==> src/verilog/env_consts.svh <==
// constants for the three-envelope ADSR block
// assumes one 125 MHz clock and an 8-bit register port
`ifndef ENV_CONSTS_SVH
`define ENV_CONSTS_SVH
// -----------------------------------------------------------------
// register map
// -----------------------------------------------------------------
`define ADDR_ENV_END 8'h30
`define OFS_TRIG 4'h0
`define OFS_PRM_FIRST 4'h1
`define OFS_PRM_LAST 4'h8
`define OFS_STAGE 4'h9
`define OFS_LEVEL 4'ha
`define ADDR_CURVE_CTRL 8'h30
`define ADDR_FADER_FIRST 8'h31
`define ADDR_FADER_LAST 8'h34
`define ADDR_FADER_SEL 8'h35
`define ADDR_CUT_BASE 8'h36
`define ADDR_CUT_DEPTH 8'h37
`define CURVE_PRESS_BIT 0
// -----------------------------------------------------------------
// reset values and the flat curve setting
// -----------------------------------------------------------------
`define RST_ATTACK 8'h00
`define RST_DECAY 8'h80
`define RST_SUSTAIN 8'h80
`define RST_RELEASE 8'h80
`define RST_CURVE_A 8'h80
`define RST_CURVE_D 8'h00
`define RST_CURVE_S 8'h80
`define RST_CURVE_R 8'h00
`define RST_CUT_BASE 8'h00
`define RST_CUT_DEPTH 8'h80
`define CURVE_FLAT 8'h80
// -----------------------------------------------------------------
// timing
// -----------------------------------------------------------------
`define CLK_MHZ 125
`define ENV_TICK_NS 1000
`define ENV_TICK_CYC ((`ENV_TICK_NS * `CLK_MHZ) / 1000)
`endif

==> src/verilog/env_pkg.sv <==
// types shared by the envelope block
// assumes nothing beyond the tool's package support
package env_pkg;
  // 0 is shortest or lowest
  typedef logic [7:0] param_t;
  typedef enum logic [2:0] {
    TRIG_KEY = 3'h0,
    TRIG_LFO1 = 3'h1,
    TRIG_LFO2 = 3'h2,
    TRIG_LOOP = 3'h3,
    TRIG_SEQ = 3'h4
  } trig_mode_t;
  typedef enum logic [2:0] {
    ST_IDLE = 3'h0,
    ST_ATTACK = 3'h1,
    ST_DECAY = 3'h3,
    ST_SUSTAIN = 3'h2,
    ST_RELEASE = 3'h6
  } stage_t;
endpackage

==> src/verilog/env_param_if.sv <==
// parameter set passed from the fader router to the envelope top
// assumes env_pkg is compiled first
interface env_param_if;
  import env_pkg::*;
  trig_mode_t trig_mode [3];
  param_t prm [3][8];
  logic curve_mode;
  logic [1:0] fader_sel;
  modport router (output trig_mode, output prm, output curve_mode, output fader_sel);
  modport user (input trig_mode, input prm, input curve_mode, input fader_sel);
endinterface

==> src/verilog/fader_router.sv <==
// parameter storage and fader steering for the three envelopes
// assumes single-cycle write strobes on the register port
`include "env_consts.svh"
module fader_router (
  // clock and reset
  input wire logic clock,
  input wire logic reset,
  input wire logic ce,
  // register writes
  input wire logic wr,
  input wire logic [7:0] addr,
  input wire logic [7:0] wdata,
  // parameter set
  env_param_if.router pif
);
  import env_pkg::*;

  logic [1:0] lane;
  assign lane = 2'(addr - `ADDR_FADER_FIRST);

  function automatic param_t rst_val(int p);
    case (p)
      0: return `RST_ATTACK;
      1: return `RST_DECAY;
      2: return `RST_SUSTAIN;
      3: return `RST_RELEASE;
      4: return `RST_CURVE_A;
      5: return `RST_CURVE_D;
      6: return `RST_CURVE_S;
      default: return `RST_CURVE_R;
    endcase
  endfunction

  // parameter and trigger mode storage
  always_ff @(posedge clock) begin
    if (reset) begin
      for (int e = 0; e < 3; e++) begin
        pif.trig_mode[e] <= TRIG_KEY;
        for (int p = 0; p < 8; p++) pif.prm[e][p] <= rst_val(p);
      end
    end else if (ce && wr) begin
      if (addr < `ADDR_ENV_END) begin
        if (addr[3:0] == `OFS_TRIG && wdata[2:0] <= 3'h4) begin
          pif.trig_mode[addr[5:4]] <= trig_mode_t'(wdata[2:0]);
        end else if (addr[3:0] >= `OFS_PRM_FIRST && addr[3:0] <= `OFS_PRM_LAST) begin
          pif.prm[addr[5:4]][3'(addr[3:0] - `OFS_PRM_FIRST)] <= wdata;
        end
      end else if (addr >= `ADDR_FADER_FIRST && addr <= `ADDR_FADER_LAST) begin
        pif.prm[pif.fader_sel][{pif.curve_mode, lane}] <= wdata;
      end
    end
  end

  // curve switch toggles on each press
  always_ff @(posedge clock) begin
    if (reset) begin
      pif.curve_mode <= 1'b0;
    end else if (ce && wr && addr == `ADDR_CURVE_CTRL && wdata[`CURVE_PRESS_BIT]) begin
      pif.curve_mode <= !pif.curve_mode;
    end
  end

  // envelope that the faders address
  always_ff @(posedge clock) begin
    if (reset) begin
      pif.fader_sel <= 2'h0;
    end else if (ce && wr && addr == `ADDR_FADER_SEL && wdata[1:0] != 2'h3) begin
      pif.fader_sel <= wdata[1:0];
    end
  end
endmodule

==> src/verilog/env_core.sv <==
// one four-stage envelope generator
// assumes tick is a one-cycle pulse and trig wins over every other event
`include "env_consts.svh"
module env_core (
  // clock and control
  input wire logic clock,
  input wire logic reset,
  input wire logic ce,
  input wire logic tick,
  // note events
  input wire logic trig,
  input wire logic gate,
  input wire logic loop_skip,
  input wire logic self_loop,
  // stage params 0..3, curves 4..7
  input wire env_pkg::param_t prm [8],
  // state
  output env_pkg::stage_t stage_reg,
  output logic [7:0] level_reg
);
  import env_pkg::*;

  logic [8:0] cnt_reg;
  logic [8:0] period;
  logic step;

  // ticks per level step, stretched by curve as level grows
  function automatic logic [8:0] stage_period(param_t base, param_t shape, logic [7:0] lvl);
    logic [15:0] prod;
    prod = shape * lvl;
    return {1'b0, base} + {1'b0, prod[15:8]};
  endfunction

  // per-stage period, each with its own curve
  always_comb begin
    case (stage_reg)
      ST_ATTACK: period = stage_period(prm[0], prm[4], level_reg);
      ST_DECAY: period = stage_period(prm[1], prm[5], level_reg);
      ST_SUSTAIN: period = {1'b0, 8'hff - prm[6]};
      ST_RELEASE: period = stage_period(prm[3], prm[7], level_reg);
      default: period = 9'h000;
    endcase
  end
  assign step = tick && cnt_reg >= period;

  // tick counter within a level step
  always_ff @(posedge clock) begin
    if (reset) begin
      cnt_reg <= 9'h000;
    end else if (ce) begin
      if (trig || step) cnt_reg <= 9'h000;
      else if (tick && cnt_reg != 9'h1ff) cnt_reg <= cnt_reg + 9'h001;
    end
  end

  // stage sequencing
  always_ff @(posedge clock) begin
    if (reset) begin
      stage_reg <= ST_IDLE;
    end else if (ce) begin
      if (trig) begin
        stage_reg <= ST_ATTACK;
      end else begin
        case (stage_reg)
          ST_ATTACK: begin
            if (!gate && !loop_skip) stage_reg <= ST_RELEASE;
            else if (step && level_reg == 8'hff) stage_reg <= ST_DECAY;
          end
          ST_DECAY: begin
            if (!gate && !loop_skip) stage_reg <= ST_RELEASE;
            else if (level_reg <= prm[2]) begin
              stage_reg <= loop_skip ? ST_RELEASE : ST_SUSTAIN;
            end
          end
          ST_SUSTAIN: begin
            if (!gate || loop_skip) stage_reg <= ST_RELEASE;
          end
          ST_RELEASE: begin
            if (level_reg == 8'h00) stage_reg <= self_loop ? ST_ATTACK : ST_IDLE;
          end
          default: stage_reg <= ST_IDLE;
        endcase
      end
    end
  end

  // output level, kept on retrigger
  always_ff @(posedge clock) begin
    if (reset) begin
      level_reg <= 8'h00;
    end else if (ce && step && !trig) begin
      case (stage_reg)
        ST_ATTACK: if (level_reg != 8'hff) level_reg <= level_reg + 8'h01;
        ST_DECAY: if (level_reg > prm[2]) level_reg <= level_reg - 8'h01;
        ST_SUSTAIN: begin
          if (prm[6] > `CURVE_FLAT && level_reg != 8'h00) level_reg <= level_reg - 8'h01;
        end
        ST_RELEASE: if (level_reg != 8'h00) level_reg <= level_reg - 8'h01;
        default: level_reg <= level_reg;
      endcase
    end
  end
endmodule

==> src/verilog/adsr_envelope_generator.sv <==
// three envelope generators with trigger select and register port
// assumes trigger inputs are one-cycle pulses synchronous to clock
//
// Chosen here: strobed register access and the register addresses.
`include "env_consts.svh"
module adsr_envelope_generator (
  // clock and reset
  input wire logic clock,
  input wire logic reset,
  input wire logic ce,
  // register port
  input wire logic [7:0] addr,
  input wire logic [7:0] wdata,
  input wire logic wr,
  input wire logic rd,
  output logic [7:0] rdata,
  // trigger sources
  input wire logic key_press,
  input wire logic key_gate,
  input wire logic lfo1_cycle,
  input wire logic lfo2_cycle,
  input wire logic seq_step,
  // control outputs
  output logic [7:0] amp_env_out,
  output logic [7:0] filter_cutoff_out,
  output logic [7:0] mod_env_out,
  output logic curve_led
);
  import env_pkg::*;

  // ---------------------------------------------------------------
  // shared signals
  // ---------------------------------------------------------------
  env_param_if pif ();

  logic [7:0] tick_cnt_reg;
  logic tick_reg;
  logic trig_w [3];
  logic skip_w [3];
  logic self_w [3];
  stage_t stage_w [3];
  logic [7:0] level_w [3];
  param_t cut_base_reg;
  param_t cut_depth_reg;
  logic [15:0] cut_prod;
  logic [8:0] cut_sum;
  logic [7:0] rd_val;
  logic [1:0] env_idx;

  // trigger decode, one mode per envelope
  function automatic logic trig_hit(trig_mode_t m, logic k, logic l1, logic l2,
                                    logic sq);
    case (m)
      TRIG_KEY: return k;
      TRIG_LFO1: return l1;
      TRIG_LFO2: return l2;
      TRIG_LOOP: return k;
      TRIG_SEQ: return sq;
      default: return 1'b0;
    endcase
  endfunction

  // ---------------------------------------------------------------
  // envelope time base
  // ---------------------------------------------------------------

  // one tick every envelope time unit
  always_ff @(posedge clock) begin
    if (reset) begin
      tick_cnt_reg <= 8'h00;
      tick_reg <= 1'b0;
    end else if (ce) begin
      if (tick_cnt_reg == 8'(`ENV_TICK_CYC - 1)) begin
        tick_cnt_reg <= 8'h00;
        tick_reg <= 1'b1;
      end else begin
        tick_cnt_reg <= tick_cnt_reg + 8'h01;
        tick_reg <= 1'b0;
      end
    end
  end

  // ---------------------------------------------------------------
  // parameter storage
  // ---------------------------------------------------------------
  fader_router router (
    .clock(clock),
    .reset(reset),
    .ce(ce),
    .wr(wr),
    .addr(addr),
    .wdata(wdata),
    .pif(pif)
  );

  // ---------------------------------------------------------------
  // envelope generators: amplitude, filter, modulation
  // ---------------------------------------------------------------
  for (genvar g = 0; g < 3; g++) begin : gen_env
    // independent trigger per envelope
    assign trig_w[g] = trig_hit(pif.trig_mode[g], key_press, lfo1_cycle,
                                lfo2_cycle, seq_step);
    assign skip_w[g] = pif.trig_mode[g] != TRIG_KEY;
    assign self_w[g] = pif.trig_mode[g] == TRIG_LOOP;

    env_core core (
      .clock(clock),
      .reset(reset),
      .ce(ce),
      .tick(tick_reg),
      .trig(trig_w[g]),
      .gate(key_gate),
      .loop_skip(skip_w[g]),
      .self_loop(self_w[g]),
      .prm(pif.prm[g]),
      .stage_reg(stage_w[g]),
      .level_reg(level_w[g])
    );

  end

  // ---------------------------------------------------------------
  // filter cutoff from base plus scaled envelope
  // ---------------------------------------------------------------

  // base plus depth times filter envelope
  always_comb begin
    cut_prod = cut_depth_reg * level_w[1];
    cut_sum = {1'b0, cut_base_reg} + {1'b0, cut_prod[15:8]};
  end

  // cutoff base and depth registers
  always_ff @(posedge clock) begin
    if (reset) begin
      cut_base_reg <= `RST_CUT_BASE;
      cut_depth_reg <= `RST_CUT_DEPTH;
    end else if (ce && wr) begin
      if (addr == `ADDR_CUT_BASE) cut_base_reg <= wdata;
      else if (addr == `ADDR_CUT_DEPTH) cut_depth_reg <= wdata;
    end
  end

  // ---------------------------------------------------------------
  // outputs
  // ---------------------------------------------------------------

  // registered control outputs
  always_ff @(posedge clock) begin
    if (reset) begin
      amp_env_out <= 8'h00;
      filter_cutoff_out <= 8'h00;
      mod_env_out <= 8'h00;
      curve_led <= 1'b0;
    end else if (ce) begin
      amp_env_out <= level_w[0];
      filter_cutoff_out <= cut_sum[8] ? 8'hff : cut_sum[7:0];
      mod_env_out <= level_w[2];
      curve_led <= pif.curve_mode;
    end
  end

  // ---------------------------------------------------------------
  // register reads
  // ---------------------------------------------------------------
  assign env_idx = addr[5:4];

  // read decode, unmapped reads give zero
  always_comb begin
    rd_val = 8'h00;
    if (addr < `ADDR_ENV_END) begin
      if (addr[3:0] == `OFS_TRIG) begin
        rd_val = {5'h00, pif.trig_mode[env_idx]};
      end else if (addr[3:0] >= `OFS_PRM_FIRST && addr[3:0] <= `OFS_PRM_LAST) begin
        rd_val = pif.prm[env_idx][3'(addr[3:0] - `OFS_PRM_FIRST)];
      end else if (addr[3:0] == `OFS_STAGE) begin
        rd_val = {5'h00, stage_w[env_idx]};
      end else if (addr[3:0] == `OFS_LEVEL) begin
        rd_val = level_w[env_idx];
      end
    end else if (addr == `ADDR_CURVE_CTRL) begin
      rd_val = {7'h00, pif.curve_mode};
    end else if (addr == `ADDR_FADER_SEL) begin
      rd_val = {6'h00, pif.fader_sel};
    end else if (addr == `ADDR_CUT_BASE) begin
      rd_val = cut_base_reg;
    end else if (addr == `ADDR_CUT_DEPTH) begin
      rd_val = cut_depth_reg;
    end
  end

  // read data stands one cycle only
  always_ff @(posedge clock) begin
    if (reset) begin
      rdata <= 8'h00;
    end else if (ce) begin
      rdata <= rd ? rd_val : 8'h00;
    end
  end
endmodule

==> config.mk <==
export PLATFORM = sky130hd
export DESIGN_NAME = adsr_envelope_generator
export DESIGN_NICKNAME = d
export VERILOG_FILES = /design/src/verilog/env_pkg.sv /design/src/verilog/env_param_if.sv /design/src/verilog/fader_router.sv /design/src/verilog/env_core.sv /design/src/verilog/adsr_envelope_generator.sv
export VERILOG_INCLUDE_DIRS = /design/src /design/src/verilog
export SDC_FILE = /design/constraint.sdc
export NUM_CORES = 2
export LEC_CHECK = 0
export BUFFER_PORTS_ARGS = -buffer_cell sky130_fd_sc_hd__buf_2
export CAP_MARGIN = 0
export CORE_MARGIN = 4
export CORE_UTILIZATION = 31
export CTS_BUF_LIST = sky130_fd_sc_hd__clkbuf_8
export DETAILED_ROUTE_END_ITERATION = 12
export PLACE_DENSITY = 0.48
export SYNTH_ARGS = -nofsm -noshare
export SYNTH_HDL_FRONTEND = slang
export SYNTH_SLANG_ARGS = --single-unit
==> constraint.sdc <==
create_clock -name clock -period 9.41 [get_ports clock]
set_input_delay 0.941 -clock clock [delete_from_list [all_inputs] [get_ports clock]]
set_output_delay 0.941 -clock clock [all_outputs]
set_load 0.02 [all_outputs]
Word level (Yosys, flattened, before mapping)
Cells that the tools add are included.
- input port bits: 26
- register bits: 322
- word-level logic and storage cells: 365
- muxes and demuxes: 102
- equal/unequal tests: 67
- multiply operators: 10
- order comparisons: 26
- add/sub/neg operators: 25
- reduce and logical (&&, ||, !) cells: 83
- bitwise gates (word level): 5
- operators with widths (operator ; count):
    $mux W192 ; 4
    $bwmux W192 ; 2
    $demux W64 S2 ; 2
    $mux W64 ; 4
    $mux W8 ; 30
    $mul A8 B8 Y16 ; 10
    $bmux W64 S2 ; 1
    $pmux W9 S4 ; 3
    $pmux W8 S4 ; 3
    $add A8 B8 Y9 ; 10
    $mux W3 ; 29
    $mux W9 ; 6
    $demux W8 S3 ; 2
    $eq A3 B2 Y1 const B ; 12
    $pmux W3 S4 ; 3
    $logic_and A1 B1 Y1 ; 33
    $add A8 B1 Y8 const B ; 4
    $eq A8 B6 Y1 const B ; 4
    $add A9 B1 Y9 const B ; 3
    $ge A9 B9 Y1 ; 3
    $ne A9 B9 Y1 const B ; 3
    $ne A2 B1 Y1 const B ; 13
    $bmux W8 S3 ; 1
    $eq A8 B8 Y1 const B ; 3
    other kinds (49) ; 130

Logic depth before layout (Yosys ltp)
- depth after elaboration: 12
- gate-level depth with buffers: 35
- depth with buffers taken out: 33

By module
A second synthesis with hierarchy kept.
- cell total of the unflattened synthesis: 4580
- area, all modules: 40423.8 um2
- modules (own cells, without submodules) (module ; sequential area each (um2) ; times used ; area an instance (um2) ; cells each):
    env_core at gen_env[1].core ; 400.4 ; 1 ; 8534.4 ; 991
    env_core at gen_env[0].core ; 400.4 ; 1 ; 8516.9 ; 987
    env_core at gen_env[2].core ; 400.4 ; 1 ; 8408.1 ; 991
    fader_router ; 4083.9 ; 1 ; 8195.4 ; 752
    adsr_envelope_generator ; 1161.1 ; 1 ; 6769.0 ; 859

Least setup slack after synthesis
Ideal clock, no wire load.
- path kind: reg-to-reg
- from: register gen_env[1].core.level_reg[2]
- to: register gen_env[1].core.cnt_reg[4]
- slack: 1.897 ns
- cell stages (with the launch flop): 32
- buffers on the path: 3
- data arrival time: 7.398 ns
- cell sequence: dfxtp_1 -> clkbuf_1 -> clkbuf_1 -> nand2_1 -> fa_1 -> fa_1 -> inv_1 -> fa_1 -> inv_1 -> fa_1 -> inv_1 -> ha_1 -> or4_1 -> and3_1 -> a21oi_1 -> xnor2_1 -> ha_1 -> a21o_1 -> a21oi_1 -> o21bai_1 -> a2111oi_0 -> nor3_1 -> xor2_1 -> a221oi_1 -> ha_1 -> a21o_1 -> a21oi_1 -> o211ai_1 -> a31oi_1 -> clkbuf_1 -> nor4_1 -> o21ba_2
- cells in the longest elaborated chain, start to end: 8
- elaborated cells on any way between the ends: 13
- ends and longest elaborated chain (element ; RTL line ; RTL):
    start: declaration ; env_core.sv:19 ; output logic [7:0] level_reg
    start signal: assignment ; env_core.sv:93 ; ST_ATTACK: if (level_reg != 8'hff) level_reg <= level_reg + 8'h01;
    start signal: assignment ; env_core.sv:94 ; ST_DECAY: if (level_reg > prm[2]) level_reg <= level_reg - 8'h01;
    start signal: assignment ; env_core.sv:96 ; if (prm[6] > `CURVE_FLAT && level_reg != 8'h00) level_reg <= level_reg - 8'h01;
    $mul A8 B8 Y16 ; env_core.sv:30 ; prod = shape * lvl;
    $add A8 B8 Y9 ; env_core.sv:31 ; return {1'b0, base} + {1'b0, prod[15:8]};
    $pmux W9 S4 * ; env_core.sv:36 ; case (stage_reg)
    $ge A9 B9 Y1 * ; env_core.sv:44 ; assign step = tick && cnt_reg >= period;
    $logic_and A1 B1 Y1 * ; env_core.sv:44 ;
    $logic_or A1 B1 Y1 * ; env_core.sv:51 ; if (trig || step) cnt_reg <= 9'h000;
    $reduce_bool A2 Y1 (no line) ; -- ;
    $reduce_and A2 Y1 (no line) ; -- ;
    end signal: assignment ; env_core.sv:52 ; else if (tick && cnt_reg != 9'h1ff) cnt_reg <= cnt_reg + 9'h001;
    end: declaration ; env_core.sv:23 ; logic [8:0] cnt_reg;
Mark *: on every way between the ends. The rest lies on a longest branch, timed or not.
A chain may end at the register's enable or synchronous reset.

Worst setup path in the final report
- from: register gen_env[1].core.level_reg[4]
- to: register gen_env[1].core.cnt_reg[6]
The elaborated chain is that of the path after synthesis.

==> impl_metrics.ini <==
[outcome]
status = finished clean

[logic_synthesis]
synth-compound-area-share_pct = 12.1
synthesis.instances = 4760
syn_area_um2 = 40100
synth-async-reset-ratio_pct = 0
syn_area_per_cell_um2 = 8.43
postSynthNetCount = 5650
yosysWarningCount = 0
synthSimpleGateAreaFrac_pct = 20.6
synth-seq-area-share_pct = 16.1
main_combinational_cell_family_by_area_after_synthesis = adder cells
synthMuxAreaShare_pct = 6.20
postSynthRegisterBits = 322
synthXorXnorAreaFrac_pct = 3.49
synth_cell_type_count = 95
synth_top_flop_cell = sky130_fd_sc_hd__dfxtp_1
synth-adder-area-share_pct = 33.7
synth_edf_count = 0

[global_route]
number_of_global_route_vias_before_repair = 33400
grt_first_pass_wirelength_um = 208000
gr-total-overflow = 0
antenna_found_initial = 9
grt.total_usage_pct = 19.9
grt_start_max_net_pins = 100

[drt]
first_pass_iters = 7
via_per_inst = 5.15
detail-route-antenna-nets = 0
drt_iter0_drc = 2608
drt-met1-wl_um = 62200
vias = 33300
met2WireLength_um = 61400
wl_met3_um = 8970
totalWireLength_um = 136000
wire_per_inst_um = 21.1
top_layer = met5
post-route-drc-count = 0

[sta]
totalNegativeSetupSlack_ns = 0
fin_skew_ns = 0.0302
final.period_utilization_pct = 89.5
slack_of_the_critical_path_ns = 0.984
final.min_clock_period_ns = 8.43
worst_pin_slew_ns = 1.18
fmax_mhz = 119
worst_slew_margin_rel_pct = 21.2
final_max_slew_viol_count = 0
final-setup-viol-count = 0
finalHoldViolations = 0
rsz0062_at_grt = false

[run]
maxCapViolations = 0

[setup_path]
cp-end-kind = flip-flop
standard_cell_with_the_maximum_stage_delay_on_the_critical_path = sky130_fd_sc_hd__dfxtp_1
cpPeakStageDelay_ns = 1.04
critical_path_peak_fanout = 20
critPathKind = reg2reg
worst_setup_path_start_kind = flip-flop
cp_data_required_time_ns = 9.99
timing.critical_path.mode_cell = sky130_fd_sc_hd__fa_1
cp_arrival_ns = 9.01

[floorplanning]
chipWidth_um = 368
fp.dieArea_um2 = 135000
floorplan.die.height_um = 368
row_count = 131
ios = 59
core_um2 = 128000
starting_utilization_of_the_core_area_pct = 31.3

[layout]
drive_above_1_share_pct = 7.16
layout.cells.most_common = sky130_fd_sc_hd__inv_1
synthToLayoutAreaGrowth_pct = 8.69
mostFrequentLayoutCells = sky130_fd_sc_hd__inv_1, sky130_fd_sc_hd__and2_1, sky130_fd_sc_hd__ha_1
finish.net_count = 5573
max_ffs_per_register = 192

[power]
powerDensity_nw_per_um2 = 77.6
peakVddDrop_uv = 73.8
leakagePower_uw = 0.0208

[placement]
gp_routability_congestion = 0.942
place_worst_setup_slack_ns = 1.00
dpl.hpwl_um = 105000
total_of_buffers_placed_on_input_and_output_ports = 58

[clocking]
clock_latency_ns = 0.66
cts.path.max_buffers = 3
cts_setup_buffers = 0
holdBufCountCts = 0
ctsResizeCount = 0
clock-sinks = 322
cts-root-buf = sky130_fd_sc_hd__clkbuf_8
clkTransAtPathRegs_ns = 0.06
tritoncts.num_buffers = 68
h_tree_depth = 3
tritoncts = done

[hold_path]
min-delay-path-class = reg2reg
-- Yosys cell counts (all sizes together) (7+ instances only) --
cell type    n  area share (%)
mux2        31            0.87
o21bai      19            0.36
nor2       340             3.2
mux2i      207             5.2
nand3      127             1.6
fa         363              18
a2111oi     19            0.46
a211oi      12            0.29
nand2      369             3.5
and3        21            0.33
inv        523             4.9
buf         60            0.80
ha         501              16
nand2b      23            0.38
o221a       12            0.34
o211ai      16            0.30
nor3        78            0.99
a31oi       18            0.28
or4          8            0.16
nand4b      11            0.24
clkbuf     219             2.1
nor2b       31            0.48
xnor2      118             2.6
a311oi       8            0.19
a221o       11            0.28
nor3b        7            0.13
a21o        43            0.80
o22ai       34            0.53
a21boi       7            0.13
o21ai      153             1.9
dfxtp      322              16
nand4       28            0.44
a221oi      36            0.79
xor2        41            0.91
nor4        27            0.49
a21oi      267             3.3
o21a        27            0.51
or3         22            0.35
o221ai       7            0.15
and2       507             7.9
o31ai       10            0.19
-- report_power, final --
part           switching (uW)  internal [uW]  total [uW]
combinational             204           77.7         282
sequential               13.8           1370        1380
clock                     727            992        1720
-- worst paths after layout --
kind                                                  start                                       to  slack (ns)  depth (start not counted)
setup / recovery  gen_env[1].core.level_reg[4]$_SDFFE_PP0P_  gen_env[1].core.cnt_reg[6]$_SDFFE_PP0P_        0.98                         31
hold / removal              router.pif.prm[42]$_SDFFE_PP0P_          router.pif.prm[42]$_SDFFE_PP0P_        0.46                          2
setup reg to reg  gen_env[1].core.level_reg[4]$_SDFFE_PP0P_  gen_env[1].core.cnt_reg[6]$_SDFFE_PP0P_        0.98                         31
hold reg to reg             router.pif.prm[42]$_SDFFE_PP0P_          router.pif.prm[42]$_SDFFE_PP0P_        0.46                          2
-- per-layer routing --
metal | track usage, % | vias up
met4 | 5.44 | 6
li1 | - | 15800
met3 | 3.20 | 196
met2 | 32.2 | 948
met5 | 0 | -
met1 | 27.4 | 16400
-- critical path, delay by kind of cell (launching register included) --
kind                       cells  cell delay [ns]
adders and majority gates      7             2.76
xor gates and xnor gates       1             0.18
and+or+nand+nor                4             0.61
buffers and inverters          4             0.30
AOI/OAI and AO/OA             15             3.46
DFF                            1             1.04
-- cell families after synthesis --
group	after synthesis
AND/OR/NAND/NOR	1620
multiplexers	241
buffers and inverters	802
adder cells (fa/ha/maj)	864
XOR/XNOR	159
AO/OA/AOI/OAI	752
flip-flops	322
-- area by class of cell --
class | count | area [um2]
flip-flops and latches | 322 | 6450
clock buffers | 89 | 1220
repair buffers | 132 | 861
diodes | 6 | 15.0
inverters | 523 | 1960
well taps | 1729 | 2160
multi-input cells | 3636 | 30600
clock inverters | 34 | 309
fillers | 13500 | 84400
-- metrics by stage --
stage          area (um2)  cells  total power (uW)  hold WS (ns)  utilization (%)
2_1_floorplan       40100   4760              1580         0.436                -
3_3_place_gp        42000   6342              1690         0.444             32.8
3_5_place_dp        42000   6342              1690         0.446             32.8
4_1_cts             43600   6465              3420         0.455             34.0
5_1_grt             43600   6465              3500         0.476             34.0
6_report            43600   6471              3380         0.455             34.1
Note: power is estimated with default switching activity, not from simulation.
